--- src/vld_cfg.svh ---
`ifndef VLD_CFG_SVH
`define VLD_CFG_SVH
`define VLD_ADR_CMD 8'h00
`define VLD_ADR_STATUS 8'h04
`define VLD_ADR_IMASK 8'h08
`define VLD_ADR_WINDOW 8'h0c
`define VLD_ADR_FETCH 8'h10
`define VLD_ADR_LEFT 8'h14
`define VLD_ADR_QSCALE 8'h18
`define VLD_ADR_PINFO 8'h1c
`define VLD_ST_DONE 0
`define VLD_ST_START 1
`define VLD_ST_ERROR 2
`define VLD_ST_INDONE 3
`define VLD_ST_OSTALL 4
`define VLD_ST_ISTALL 5
`define VLD_W1C_MASK 6'h3e
`define VLD_WIN_BITS 6'h10
`define VLD_WORD_BITS 6'h20
`define VLD_WORD_BYTES 32'h4
`define VLD_FIFO_LAST 5'h0f
`define VLD_RSIZE_MAX 4'h8
`define VLD_QS_BITS 4'h5
`define VLD_TYPE_BITS 4'h6
`define VLD_MV_BITS 4'h2
`define VLD_DMV_BITS 4'h4
`endif

--- src/vld_pkg.sv ---
package vld_pkg;
    typedef enum logic [3:0] {
        VLD_OP_NONE = 4'h0,
        VLD_OP_SHIFT = 4'h1,
        VLD_OP_SEARCH = 4'h2,
        VLD_OP_RESET = 4'h3,
        VLD_OP_PARSE = 4'h4,
        VLD_OP_FLUSH = 4'h5
    } vld_op_e;
    typedef enum logic [3:0] {
        VLD_IDLE = 4'h0,
        VLD_SHIFT = 4'h1,
        VLD_SEARCH = 4'h2,
        VLD_P_START = 4'h3,
        VLD_P_QS = 4'h4,
        VLD_P_TYPE = 4'h5,
        VLD_P_MV = 4'h6,
        VLD_P_DMV = 4'h7,
        VLD_P_RES = 4'h8,
        VLD_P_EMIT = 4'h9
    } vld_state_e;
    typedef struct packed {
        logic [4:0] quant;
        logic [5:0] mb_type;
        logic [1:0] mv_tab;
        logic [1:0] dmv1;
        logic [1:0] dmv0;
        logic [7:0] resid_raw;
        logic [3:0] rsize;
    } vld_hdr_s;
    typedef struct packed {
        logic [15:0][31:0] mem;
        logic [4:0] wptr;
        logic [4:0] rptr;
    } vld_fifo_s;
    typedef struct packed {
        vld_state_e st;
        logic [47:0] bits;
        logic [5:0] nbits;
        logic [3:0] amt;
        logic [7:0] mb_left;
        vld_hdr_s f;
        logic [5:0] status;
        logic [5:0] imask;
        logic [31:0] fetch_adr;
        logic [31:0] bytes_left;
        logic [4:0] qscale;
        logic [3:0] pinfo;
        logic ack;
        logic [31:0] dat;
        logic irq;
        logic mem_req;
        logic hdr_valid;
        logic [31:0] hdr_word;
        logic flush;
    } vld_top_s;
endpackage

--- src/vld_fifo.sv ---
`include "vld_cfg.svh"
module vld_fifo (
    // clock and reset
    input wire logic clk_i,
    input wire logic rst_i,
    input wire logic clear_i,
    // fill side
    input wire logic push_i,
    input wire logic [31:0] wdata_i,
    // drain side
    input wire logic pop_i,
    output logic [31:0] rdata_o,
    output logic empty_o,
    output logic last_o
);
    vld_pkg::vld_fifo_s st;
    vld_pkg::vld_fifo_s next_st;
    logic [4:0] used;

    assign used = st.wptr - st.rptr;
    assign empty_o = (used == 5'h00);
    assign last_o = (used == `VLD_FIFO_LAST);
    assign rdata_o = st.mem[st.rptr[3:0]];

    // sixty-four bytes as sixteen words
    always_comb
    begin
        next_st = st;
        if (push_i)
        begin
            next_st.mem[st.wptr[3:0]] = wdata_i;
            next_st.wptr = st.wptr + 5'h01;
        end
        if (pop_i)
            next_st.rptr = st.rptr + 5'h01;
        if (clear_i)
            next_st = '0;
    end

    always_ff @(posedge clk_i)
    begin
        if (rst_i)
            st <= '0;
        else
            st <= next_st;
    end
endmodule // vld_fifo

--- src/vld_hdr.sv ---
module vld_hdr (
    // decoded fields
    input wire vld_pkg::vld_hdr_s f_i,
    // packed header word
    output logic [31:0] word_o
);
    logic [7:0] keep;

    always_comb
    begin
        keep = ~(8'hff >> f_i.rsize);
        // five msb of type, count minus one, left-justified residual with only its top rsize bits kept
        word_o = {f_i.quant, f_i.mb_type[5:1], f_i.mv_tab - 2'h1,
            f_i.dmv1, f_i.dmv0, f_i.resid_raw & keep, 8'h00};
    end
endmodule // vld_hdr

--- src/vld_top.sv ---
// Implementation choices: the Wishbone register port and the register offsets.
`include "vld_cfg.svh"

module vld_top (
    // clock and reset
    input wire logic clk_i,
    input wire logic rst_i,
    // wishbone slave
    input wire logic cyc_i,
    input wire logic stb_i,
    input wire logic we_i,
    input wire logic [7:0] adr_i,
    input wire logic [3:0] sel_i,
    input wire logic [31:0] dat_i,
    output logic [31:0] dat_o,
    output logic ack_o,
    // interrupt
    output logic irq_o,
    // input fetch from memory
    output logic mem_req_o,
    output logic [31:0] mem_adr_o,
    input wire logic mem_ack_i,
    input wire logic [31:0] mem_data_i,
    // header output stream
    output logic hdr_valid_o,
    output logic [31:0] hdr_word_o,
    input wire logic hdr_ready_i,
    output logic flush_o
);
    vld_pkg::vld_top_s r;
    vld_pkg::vld_top_s next_r;
    vld_pkg::vld_op_e op;
    logic fifo_empty;
    logic fifo_last;
    logic refill;
    logic ok;
    logic do_cons;
    logic wb_req;
    logic wr;
    logic cmd_wr;
    logic cmd_reset;
    logic rd_win;
    logic [3:0] cons_n;
    logic [3:0] rsize;
    logic [5:0] clr;
    logic [31:0] fifo_data;
    logic [31:0] wmask;
    logic [31:0] hdr_w;
    logic [31:0] left_dec;
    logic [15:0] window;

    function automatic logic [31:0] merge(input logic [31:0] old,
        input logic [31:0] d, input logic [31:0] m);
        merge = (old & ~m) | (d & m);
    endfunction

    // ********************************
    // bus decode
    // ********************************
    assign window = r.bits[47:32];
    assign wb_req = cyc_i & stb_i & ~r.ack;
    assign wr = wb_req & we_i;
    assign rd_win = wb_req & ~we_i & (adr_i == `VLD_ADR_WINDOW);
    assign cmd_wr = wr & (adr_i == `VLD_ADR_CMD) & sel_i[0];
    assign op = vld_pkg::vld_op_e'(dat_i[3:0]);
    assign cmd_reset = cmd_wr & (op == vld_pkg::VLD_OP_RESET);
    assign wmask = {{8{sel_i[3]}}, {8{sel_i[2]}},
        {8{sel_i[1]}}, {8{sel_i[0]}}};
    assign clr = (wr && adr_i == `VLD_ADR_STATUS) ?
        (dat_i[5:0] & wmask[5:0] & `VLD_W1C_MASK) : 6'h00;
    assign refill = (r.nbits <= `VLD_WIN_BITS) & ~fifo_empty;
    assign ok = (r.nbits >= `VLD_WIN_BITS) & ~refill;
    assign left_dec = (r.bytes_left > `VLD_WORD_BYTES) ?
        r.bytes_left - `VLD_WORD_BYTES : 32'h0;
    assign rsize = (r.pinfo > `VLD_RSIZE_MAX) ? `VLD_RSIZE_MAX : r.pinfo;

    // ********************************
    // submodules
    // ********************************
    vld_fifo u_fifo (
        .clk_i(clk_i),
        .rst_i(rst_i),
        .clear_i(cmd_reset),
        .push_i(r.mem_req & mem_ack_i),
        .wdata_i(mem_data_i),
        .pop_i(refill),
        .rdata_o(fifo_data),
        .empty_o(fifo_empty),
        .last_o(fifo_last)
    );

    vld_hdr u_hdr (
        .f_i(r.f),
        .word_o(hdr_w)
    );

    // ********************************
    // next state
    // ********************************
    always_comb
    begin
        next_r = r;
        do_cons = 1'b0;
        cons_n = 4'h0;
        next_r.ack = wb_req;
        next_r.flush = 1'b0;
        next_r.status = r.status & ~clr;
        if (r.hdr_valid && hdr_ready_i)
            next_r.hdr_valid = 1'b0;
        // input fetch
        if (r.mem_req && mem_ack_i)
        begin
            next_r.fetch_adr = r.fetch_adr + `VLD_WORD_BYTES;
            next_r.bytes_left = left_dec;
            if (left_dec == 32'h0)
                next_r.status[`VLD_ST_INDONE] = 1'b1;
            if (left_dec == 32'h0 || fifo_last)
                next_r.mem_req = 1'b0;
        end
        else if (!r.mem_req && fifo_empty && r.bytes_left != 32'h0)
            next_r.mem_req = 1'b1;
        if (r.st != vld_pkg::VLD_IDLE && r.nbits < `VLD_WIN_BITS &&
            fifo_empty && !r.mem_req && r.bytes_left == 32'h0)
            next_r.status[`VLD_ST_ISTALL] = 1'b1;
        // command sequencer, waits while window is short
        case (r.st)
            vld_pkg::VLD_IDLE:
                next_r.st = vld_pkg::VLD_IDLE;
            vld_pkg::VLD_SHIFT:
                if (ok)
                begin
                    do_cons = 1'b1;
                    cons_n = r.amt;
                    next_r.st = vld_pkg::VLD_IDLE;
                    next_r.status[`VLD_ST_DONE] = 1'b1;
                end
            vld_pkg::VLD_SEARCH:
                if (ok)
                begin
                    if (window == 16'h0000)
                    begin
                        next_r.st = vld_pkg::VLD_IDLE;
                        next_r.status[`VLD_ST_DONE] = 1'b1;
                    end
                    else
                    begin
                        do_cons = 1'b1;
                        cons_n = 4'h1;
                    end
                end
            vld_pkg::VLD_P_START:
                if (r.mb_left == 8'h00)
                begin
                    next_r.st = vld_pkg::VLD_IDLE;
                    next_r.status[`VLD_ST_DONE] = 1'b1;
                end
                else if (ok)
                begin
                    if (window == 16'h0000)
                    begin
                        next_r.st = vld_pkg::VLD_IDLE;
                        next_r.status[`VLD_ST_START] = 1'b1;
                    end
                    else
                        next_r.st = vld_pkg::VLD_P_QS;
                end
            vld_pkg::VLD_P_QS:
                if (ok)
                begin
                    do_cons = 1'b1;
                    cons_n = `VLD_QS_BITS;
                    next_r.qscale = window[15:11];
                    next_r.f.quant = window[15:11];
                    next_r.st = vld_pkg::VLD_P_TYPE;
                end
            vld_pkg::VLD_P_TYPE:
                if (ok)
                begin
                    do_cons = 1'b1;
                    cons_n = `VLD_TYPE_BITS;
                    next_r.f.mb_type = window[15:10];
                    if (window[15:10] == 6'h00)
                    begin
                        next_r.st = vld_pkg::VLD_IDLE;
                        next_r.status[`VLD_ST_ERROR] = 1'b1;
                    end
                    else
                        next_r.st = vld_pkg::VLD_P_MV;
                end
            vld_pkg::VLD_P_MV:
                if (ok)
                begin
                    do_cons = 1'b1;
                    cons_n = `VLD_MV_BITS;
                    next_r.f.mv_tab = window[15:14];
                    if (window[15:14] == 2'h0)
                    begin
                        next_r.st = vld_pkg::VLD_IDLE;
                        next_r.status[`VLD_ST_ERROR] = 1'b1;
                    end
                    else
                        next_r.st = vld_pkg::VLD_P_DMV;
                end
            vld_pkg::VLD_P_DMV:
                if (ok)
                begin
                    do_cons = 1'b1;
                    cons_n = `VLD_DMV_BITS;
                    next_r.f.dmv1 = window[15:14];
                    next_r.f.dmv0 = window[13:12];
                    next_r.st = vld_pkg::VLD_P_RES;
                end
            vld_pkg::VLD_P_RES:
                if (ok)
                begin
                    do_cons = 1'b1;
                    cons_n = rsize;
                    next_r.f.rsize = rsize;
                    next_r.f.resid_raw = window[15:8];
                    next_r.st = vld_pkg::VLD_P_EMIT;
                end
            vld_pkg::VLD_P_EMIT:
                if (!r.hdr_valid || hdr_ready_i)
                begin
                    next_r.hdr_valid = 1'b1;
                    next_r.hdr_word = hdr_w;
                    next_r.mb_left = r.mb_left - 8'h01;
                    next_r.st = vld_pkg::VLD_P_START;
                end
                else
                    next_r.status[`VLD_ST_OSTALL] = 1'b1;
            default:
                next_r.st = vld_pkg::VLD_IDLE;
        endcase
        // bitstream buffer: refill or consume, never both
        if (refill)
        begin
            next_r.bits = r.bits | ({fifo_data, 16'h0000} >> r.nbits);
            next_r.nbits = r.nbits + `VLD_WORD_BITS;
        end
        else if (do_cons)
        begin
            next_r.bits = r.bits << cons_n;
            next_r.nbits = r.nbits - {2'b00, cons_n};
        end
        // register writes
        if (wr)
        begin
            case (adr_i)
                `VLD_ADR_CMD:
                    if (sel_i[0])
                    begin
                        next_r.status[`VLD_ST_DONE] = 1'b0;
                        case (op)
                            vld_pkg::VLD_OP_SHIFT:
                            begin
                                next_r.amt = dat_i[7:4];
                                next_r.st = vld_pkg::VLD_SHIFT;
                            end
                            vld_pkg::VLD_OP_SEARCH:
                                next_r.st = vld_pkg::VLD_SEARCH;
                            vld_pkg::VLD_OP_PARSE:
                            begin
                                next_r.mb_left = dat_i[15:8];
                                next_r.st = vld_pkg::VLD_P_START;
                            end
                            vld_pkg::VLD_OP_FLUSH:
                            begin
                                next_r.flush = 1'b1;
                                next_r.status[`VLD_ST_DONE] = 1'b1;
                            end
                            default:
                                next_r.st = r.st;
                        endcase
                    end
                `VLD_ADR_IMASK:
                    next_r.imask = (r.imask & ~wmask[5:0])
                        | (dat_i[5:0] & wmask[5:0]);
                `VLD_ADR_FETCH:
                    next_r.fetch_adr = merge(r.fetch_adr, dat_i, wmask);
                `VLD_ADR_LEFT:
                    next_r.bytes_left = merge(r.bytes_left, dat_i, wmask);
                `VLD_ADR_QSCALE:
                    next_r.qscale = (r.qscale & ~wmask[4:0])
                        | (dat_i[4:0] & wmask[4:0]);
                `VLD_ADR_PINFO:
                    next_r.pinfo = (r.pinfo & ~wmask[3:0])
                        | (dat_i[3:0] & wmask[3:0]);
                default:
                    next_r.ack = wb_req;
            endcase
        end
        // register reads, unmapped reads as zero
        if (wb_req && !we_i)
        begin
            case (adr_i)
                `VLD_ADR_CMD:
                    next_r.dat = {16'h0000, r.mb_left, r.amt, r.st};
                `VLD_ADR_STATUS:
                    next_r.dat = {26'h0, r.status};
                `VLD_ADR_IMASK:
                    next_r.dat = {26'h0, r.imask};
                `VLD_ADR_WINDOW:
                    next_r.dat = {16'h0000, window};
                `VLD_ADR_FETCH:
                    next_r.dat = r.fetch_adr;
                `VLD_ADR_LEFT:
                    next_r.dat = r.bytes_left;
                `VLD_ADR_QSCALE:
                    next_r.dat = {27'h0, r.qscale};
                `VLD_ADR_PINFO:
                    next_r.dat = {28'h0, r.pinfo};
                default:
                    next_r.dat = 32'h0;
            endcase
        end
        if (cmd_reset)
        begin
            next_r = '0;
            next_r.ack = 1'b1;
        end
        next_r.irq = |(next_r.status & next_r.imask);
    end

    always_ff @(posedge clk_i)
    begin
        if (rst_i)
            r <= '0;
        else
            r <= next_r;
    end

    // ********************************
    // outputs
    // ********************************
    assign dat_o = r.dat;
    assign ack_o = r.ack;
    assign irq_o = r.irq;
    assign mem_req_o = r.mem_req;
    assign mem_adr_o = r.fetch_adr;
    assign hdr_valid_o = r.hdr_valid;
    assign hdr_word_o = r.hdr_word;
    assign flush_o = r.flush;
endmodule // vld_top

--- config.mk ---
export PLATFORM = sky130hd
export DESIGN_NAME = vld_top
export DESIGN_NICKNAME = d
export VERILOG_FILES = /design/src/vld_pkg.sv /design/src/vld_fifo.sv /design/src/vld_hdr.sv /design/src/vld_top.sv
export VERILOG_INCLUDE_DIRS = /design/src
export SDC_FILE = /design/constraint.sdc
export NUM_CORES = 2
export LEC_CHECK = 0
export BUFFER_PORTS_ARGS = -buffer_cell sky130_fd_sc_hd__buf_2
export CORE_MARGIN = 2
export CORE_UTILIZATION = 30
export CTS_CLUSTER_DIAMETER = 100
export DETAILED_ROUTE_END_ITERATION = 10
export SKIP_CTS_REPAIR_TIMING = 1
export SYNTH_ARGS = -nofsm -noshare
export SYNTH_HDL_FRONTEND = slang
export SYNTH_HIERARCHICAL = 1
export SYNTH_SLANG_ARGS = --single-unit
--- constraint.sdc ---
create_clock -name clk_i -period 10.72 [get_ports clk_i]
set_clock_uncertainty 0.1 [all_clocks]
set_input_delay 1.072 -clock clk_i [delete_from_list [all_inputs] [get_ports clk_i]]
set_output_delay 1.072 -clock clk_i [all_outputs]
set_load 0.01 [all_outputs]
Yosys cells after proc, flatten, opt, wreduce, memory -nomap -nowiden

Cells that the tools add are included.

$add $sub $neg: 9
$lt $le $gt $ge: 8
Equality and inequality tests: 24
Shifts and indexed selects: 3
Multiplexer cells: 91
Bitwise gates (word level): 39
Reduce and logical (&&, ||, !) cells: 41

Operator list:

| cell                                                | count |
|---|---|
| bitwise mux 512 bit                                 | 1 |
| case mux 32 bit (8 select lines)                    | 1 |
| 2-to-1 mux 32 bit                                   | 6 |
| 2-to-1 mux 154 bit                                  | 1 |
| binary-select mux 32 bit (select 4 bit)             | 1 |
| demux 32 bit (select 4 bit)                         | 1 |
| 2-to-1 mux 54 bit                                   | 2 |
| AND 32 bit                                          | 3 |
| 2-to-1 mux 81 bit                                   | 1 |
| 2-to-1 mux 4 bit                                    | 18 |
| 2-to-1 mux 33 bit                                   | 2 |
| logical NOT 32 bit                                  | 2 |
| 2-to-1 mux 64 bit                                   | 1 |
| bitwise OR 32 bit                                   | 2 |
| 2-to-1 mux 8 bit                                    | 6 |
| bitwise OR 48 bit                                   | 1 |
| left shift 48 x 4 -> 48 bit                         | 1 |
| right shift 48 x 6 -> 48 bit                        | 1 |
| case mux 4 bit (9 select lines)                     | 1 |
| adder 32 x 3 -> 32 bit, second input constant       | 1 |
| == test 8 x 5 -> 1 bit, second input constant       | 4 |
| > comparator 32 x 3 -> 1 bit, second input constant | 1 |
| 2-to-1 mux 1 bit                                    | 32 |
| NOT 32 bit                                          | 1 |
| other kinds (60)                                    | 124 |

Bits in registers: 767
Input port bits: 83
Output and inout bits: 101
Word-level logic and storage cells: 258

Longest topological paths before layout

Depth after elaboration: 16
Mapped depth: 21
Mapped depth without buffers: 18

Cells and area by module

The synthesis kept the hierarchy.

By module, submodules not included:

| module   | times used | cells each | area each (sq um) | seq. area each (sq um) |
|---|---|---|---|---|
| vld_fifo | 1          | 2,668      | 22,566.6          | 10,450.0 |
| vld_top  | 1          | 2,331      | 18,063.6          | 5,064.9 |
| vld_hdr  | 1          | 39         | 280.3             | 0.0 |

Worst setup path after synthesis

OpenSTA, ideal clock, no wires.

Path kind: register to register
Start: register u_fifo/st[1] (netlist bit)
End: register r[198] (netlist bit)
Setup time: 0.070 ns
Data arrival time: 4.299 ns
Data required time: 10.550 ns
Path slack: 6.250 ns
Cell stages (with the launch flop): 22
Path buffers: 5
Period minus slack after synthesis: 4.470 ns
Path through: dfxtp_1 -> buf_2 -> buf_2 -> buf_2 -> inv_1 -> fa_1 -> xor2_1 -> or3b_2 -> a221oi_1 -> nor2_1 -> a21o_1 -> nor2_1 -> inv_2 -> buf_1 -> clkbuf_1 -> ha_1 -> nor2b_1 -> o21ai_0 -> nand2b_1 -> xor2_1 -> nand2_1 -> a21oi_1

Cells in the longest elaborated chain, start to end: 11
Elaborated cells between the ends (all ways): 21
Those cells by class: 2 x add/sub; 13 x mux; 4 x bitwise; 2 x reduce/logical

RTL lines:

| item                                     | line           | text |
|---|---|---|
| from (decl)                              | vld_fifo.sv:16 | `vld_pkg::vld_fifo_s st;` |
| from (signal assigned)                   | vld_fifo.sv:45 | `st <= next_st;` |
| subtractor 5 bit (*)                     | vld_fifo.sv:20 | `assign used = st.wptr - st.rptr;` |
| logical NOT 5 bit (*)                    | vld_fifo.sv:21 | `assign empty_o = (used == 5'h00);` |
| via fifo_empty                           | vld_top.sv:33  | `logic fifo_empty;` |
| NOT 1 bit (*)                            | vld_top.sv:71  | `` assign refill = (r.nbits <= `VLD_WIN_BITS) & ~fifo_empty; `` |
| AND 1 bit (*)                            | vld_top.sv:71  |  |
| NOT 1 bit                                | vld_top.sv:72  | `` assign ok = (r.nbits >= `VLD_WIN_BITS) & ~refill; `` |
| AND 1 bit                                | vld_top.sv:72  |  |
| 2-to-1 mux 4 bit (tied with other cells) | vld_top.sv:214 | `if (ok)` |
| case mux 4 bit (7 select lines)          | vld_top.sv:126 | `case (r.st)` |
| subtractor 6 x 4 -> 6 bit                | vld_top.sv:244 | `next_r.nbits = r.nbits - {2'b00, cons_n};` |
| 2-to-1 mux 54 bit                        | vld_top.sv:241 | `else if (do_cons)` |
| 2-to-1 mux 54 bit                        | vld_top.sv:236 | `if (refill)` |
| to (signal assigned)                     | vld_top.sv:330 | `r <= next_r;` |
| to (decl)                                | vld_top.sv:30  | `vld_pkg::vld_top_s r;` |

The timed path passes the listed nets; every way through them passes the cells marked *. The select of a mux whose other input is x is not followed.
A chain may end at the register's enable or synchronous reset.

Final worst setup path

Start: register u_fifo/st[0] (netlist bit)
End: register r[232] (netlist bit)

Cells in the longest elaborated chain, start to end: 11
Elaborated cells between the ends (all ways): 25
Those cells by class: 1 x add/sub; 2 x shift; 15 x mux; 5 x bitwise; 2 x reduce/logical

RTL lines:

| item                                     | line           | text |
|---|---|---|
| subtractor 5 bit (*)                     | vld_fifo.sv:20 |  |
| logical NOT 5 bit (*)                    | vld_fifo.sv:21 |  |
| via fifo_empty                           | vld_top.sv:33  |  |
| NOT 1 bit (*)                            | vld_top.sv:71  |  |
| AND 1 bit (*)                            | vld_top.sv:71  |  |
| NOT 1 bit                                | vld_top.sv:72  |  |
| AND 1 bit                                | vld_top.sv:72  |  |
| 2-to-1 mux 4 bit (tied with other cells) | vld_top.sv:214 |  |
| case mux 4 bit (7 select lines)          | vld_top.sv:126 |  |
| left shift 48 x 4 -> 48 bit              | vld_top.sv:243 | `next_r.bits = r.bits << cons_n;` |
| 2-to-1 mux 54 bit                        | vld_top.sv:241 |  |
| 2-to-1 mux 54 bit                        | vld_top.sv:236 |  |

Marks and branches as above.

==> impl_results.md <==
- Run status: finished clean
- Worst setup margin: 4.41 ns
- Clock Tree Buf Depth: 3
- Worst Setup End Kind: flip-flop
- Peak supply drop: 0.164 mV
- Final min period: 6.31 ns
- Final design utilization: 32.9%
- Post-route insts no fill: 6,621
- IO buf count: 183
- Max Cap Viol: 0
- Final Hold Viols: 0
- Routed len/inst: 21.9 um
- Post-route ant nets: 0
- Cell total after placement: 6,466
- Critical-path maximum fanout: 37
- TritonCTS clock tree: built
- Core box area: 135,000 um2
- Net Switching: 2.01 mW
- Yosys warns: 6
- Pin count of the biggest net entering global routing: 276
- Worst relative slew slack: 13.6%
- DRC: 0
- CTS Root Cell: clkbuf_16
- Clock power share: 43.0%
- Initial DRT Pass Iterations: 6
- Chip Width: 373 um
- Die span in y: 373 um
- Clock-pin slew on the worst setup and hold paths: 0.06 ns
- Critical path type: flip-flop to flip-flop
- Pre-CTS WS: 4.55 ns
- Drt via density: 5.63
- H-tree levels: 3
- Die Footprint: 139,000 um2
- Comb pwr share: 14.0%
- Row count: 135
- Int Power: 4.97 mW
- Synthesized area per cell: 8.12 um2
- Placed instance area: 41,700 um2
- RSZ-0062 raised after global routing: false
- Worst-margin pin slew: 1.30 ns
- Initial DRC count: 4,641
- Seq pwr share: 42.9%
- Initial antenna violation count: 5
- Hpwl dp: 88,400 um
- Vias: 37,300
- Clk sink count: 774
- Post-route cell area: 44,500 um2
- Leakage: 14.9 nW
- Share of layout cells above drive strength 1: 12.5%
- CP Launch Type: flip-flop
- Net Sw Frac: 28.8%
- Filler Cell Count: 14,100
- Final wirelength: 145,000 um
- Grt ovf: 0
- WP data arrival: 6.79 ns
- GP Congestion: 0.968
- Fin. max-slew vios: 0
- P&R area growth vs syn: 8.97%
- CTS Buf Count: 84
- FMAX: 159 MHz
- Clock Latency Late Sink: 0.71 ns
- Fin crit share: 58.8%
- Fin Hold WS: 0.348 ns
- Final setup viols: 0
- First-pass GRT wire length: 219,000 um
- IO Count: 184
- Total power: 6.98 mW
- Layout net count: 4,874
- CP required: 11.20 ns
- Post-Synthesis Cells: 5,035
- Fin Setup TNS: 0 ns
- Gr usage total: 19.9%
- Vias in the first global route: 34,700
- Initial Utilization: 30.2%
- Cell Pwr Density: 157 nW/um2
- Mapped Area: 40,900 um2
- Classification of the worst-slack hold path: flip-flop to flip-flop
critical path: stages, from the launching register on:
cell and delay (ns):
dfxtp_4 0.81, ha_1 0.28, inv_1 0.06, fa_1 0.40, xor2_1 0.19, or3b_2 0.45
a221oi_1 0.59, nor2_1 0.31, a21o_1 0.23, buf_4 0.24, a21oi_2 0.14, buf_4 0.38
inv_1 0.49, nor2_1 1.05, a22o_1 0.30, nand2_1 0.07, o221ai_1 0.08
layer usage:
metal	part of all wire, %	wire length (um)	vias up	track usage (%)
met3	8.8	12700	354	3.80
met4	3.6	5280	4	7.94
met2	45	64500	1748	30.6
met5	0.018	26	-	0
li1	-	-	17100	-
met1	43	62300	18100	27.4
flip-flops by register name (all words and copies together) (netlist names), named ones only:
register / count
mem_req_o: 1
flush_o: 1
dat_o: 32
irq_o: 1
u_fifo/st: 522
r: 110
hdr_valid_o: 1
ack_o: 1
hdr_word_o: 32
layout by cell type (no fill, tap or decap), types with 9 or more instances in the layout:
cell / count
nand2_1: 1294
dfxtp_1: 770
a21oi_1: 697
nor2_1: 272
buf_2: 183
mux2i_1: 161
o21ai_0: 129
a22oi_1: 122
mux4_2: 121
clkbuf_16: 85
nor3_1: 73
buf_4: 64
a211oi_1: 62
nand3_1: 48
a221oi_1: 37
o22ai_1: 35
a31oi_1: 32
mux4_1: 32
mux2_2: 31
inv_1: 31
and3_1: 27
clkbuf_1: 27
nand4_1: 23
o221ai_1: 23
nor4_1: 21
nor2b_1: 21
clkbuf_8: 21
xnor2_1: 19
a32oi_1: 18
ha_1: 18
a22o_1: 17
nand2b_1: 16
and2_1: 16
nand4b_1: 13
nand3b_1: 11
o21a_1: 10
xor2_1: 9
cell type report:
| type | count | area [um2] | area share, % |
|---|---|---|---|
| diodes | 4 | 10.0 | 0.0225 |
| clock buffers | 133 | 2520 | 5.65 |
| clock inverters | 18 | 308 | 0.691 |
| inverters | 38 | 143 | 0.320 |
| multi-input cells | 3622 | 22400 | 50.2 |
| flip-flops and latches | 774 | 15500 | 34.8 |
| well taps | 1781 | 2230 | 5.00 |
| repair buffers | 251 | 1480 | 3.31 |
worst paths after layout:
path / start / to / slack (ns) / depth (start not counted)
worst min register to register: u_fifo/st[462] / u_fifo/st[462] / 0.35 / 2
worst max register to register: u_fifo/st[0] / r[232] / 4.41 / 16
worst min-delay path: u_fifo/st[462] / u_fifo/st[462] / 0.35 / 2
worst max-delay path: u_fifo/st[0] / r[232] / 4.41 / 16
power by group through the flow:
stage	combinational (mW)	clock (mW)	sequential, mW
floorplan	0.812	0	2.98
global placement	0.962	0	3.06
detailed placement	0.965	0	3.06
CTS	0.966	3.05	3.00
global route	1.04	3.17	3.00
finish	0.977	3.00	3.00
(Power assumes the default switching activity.)
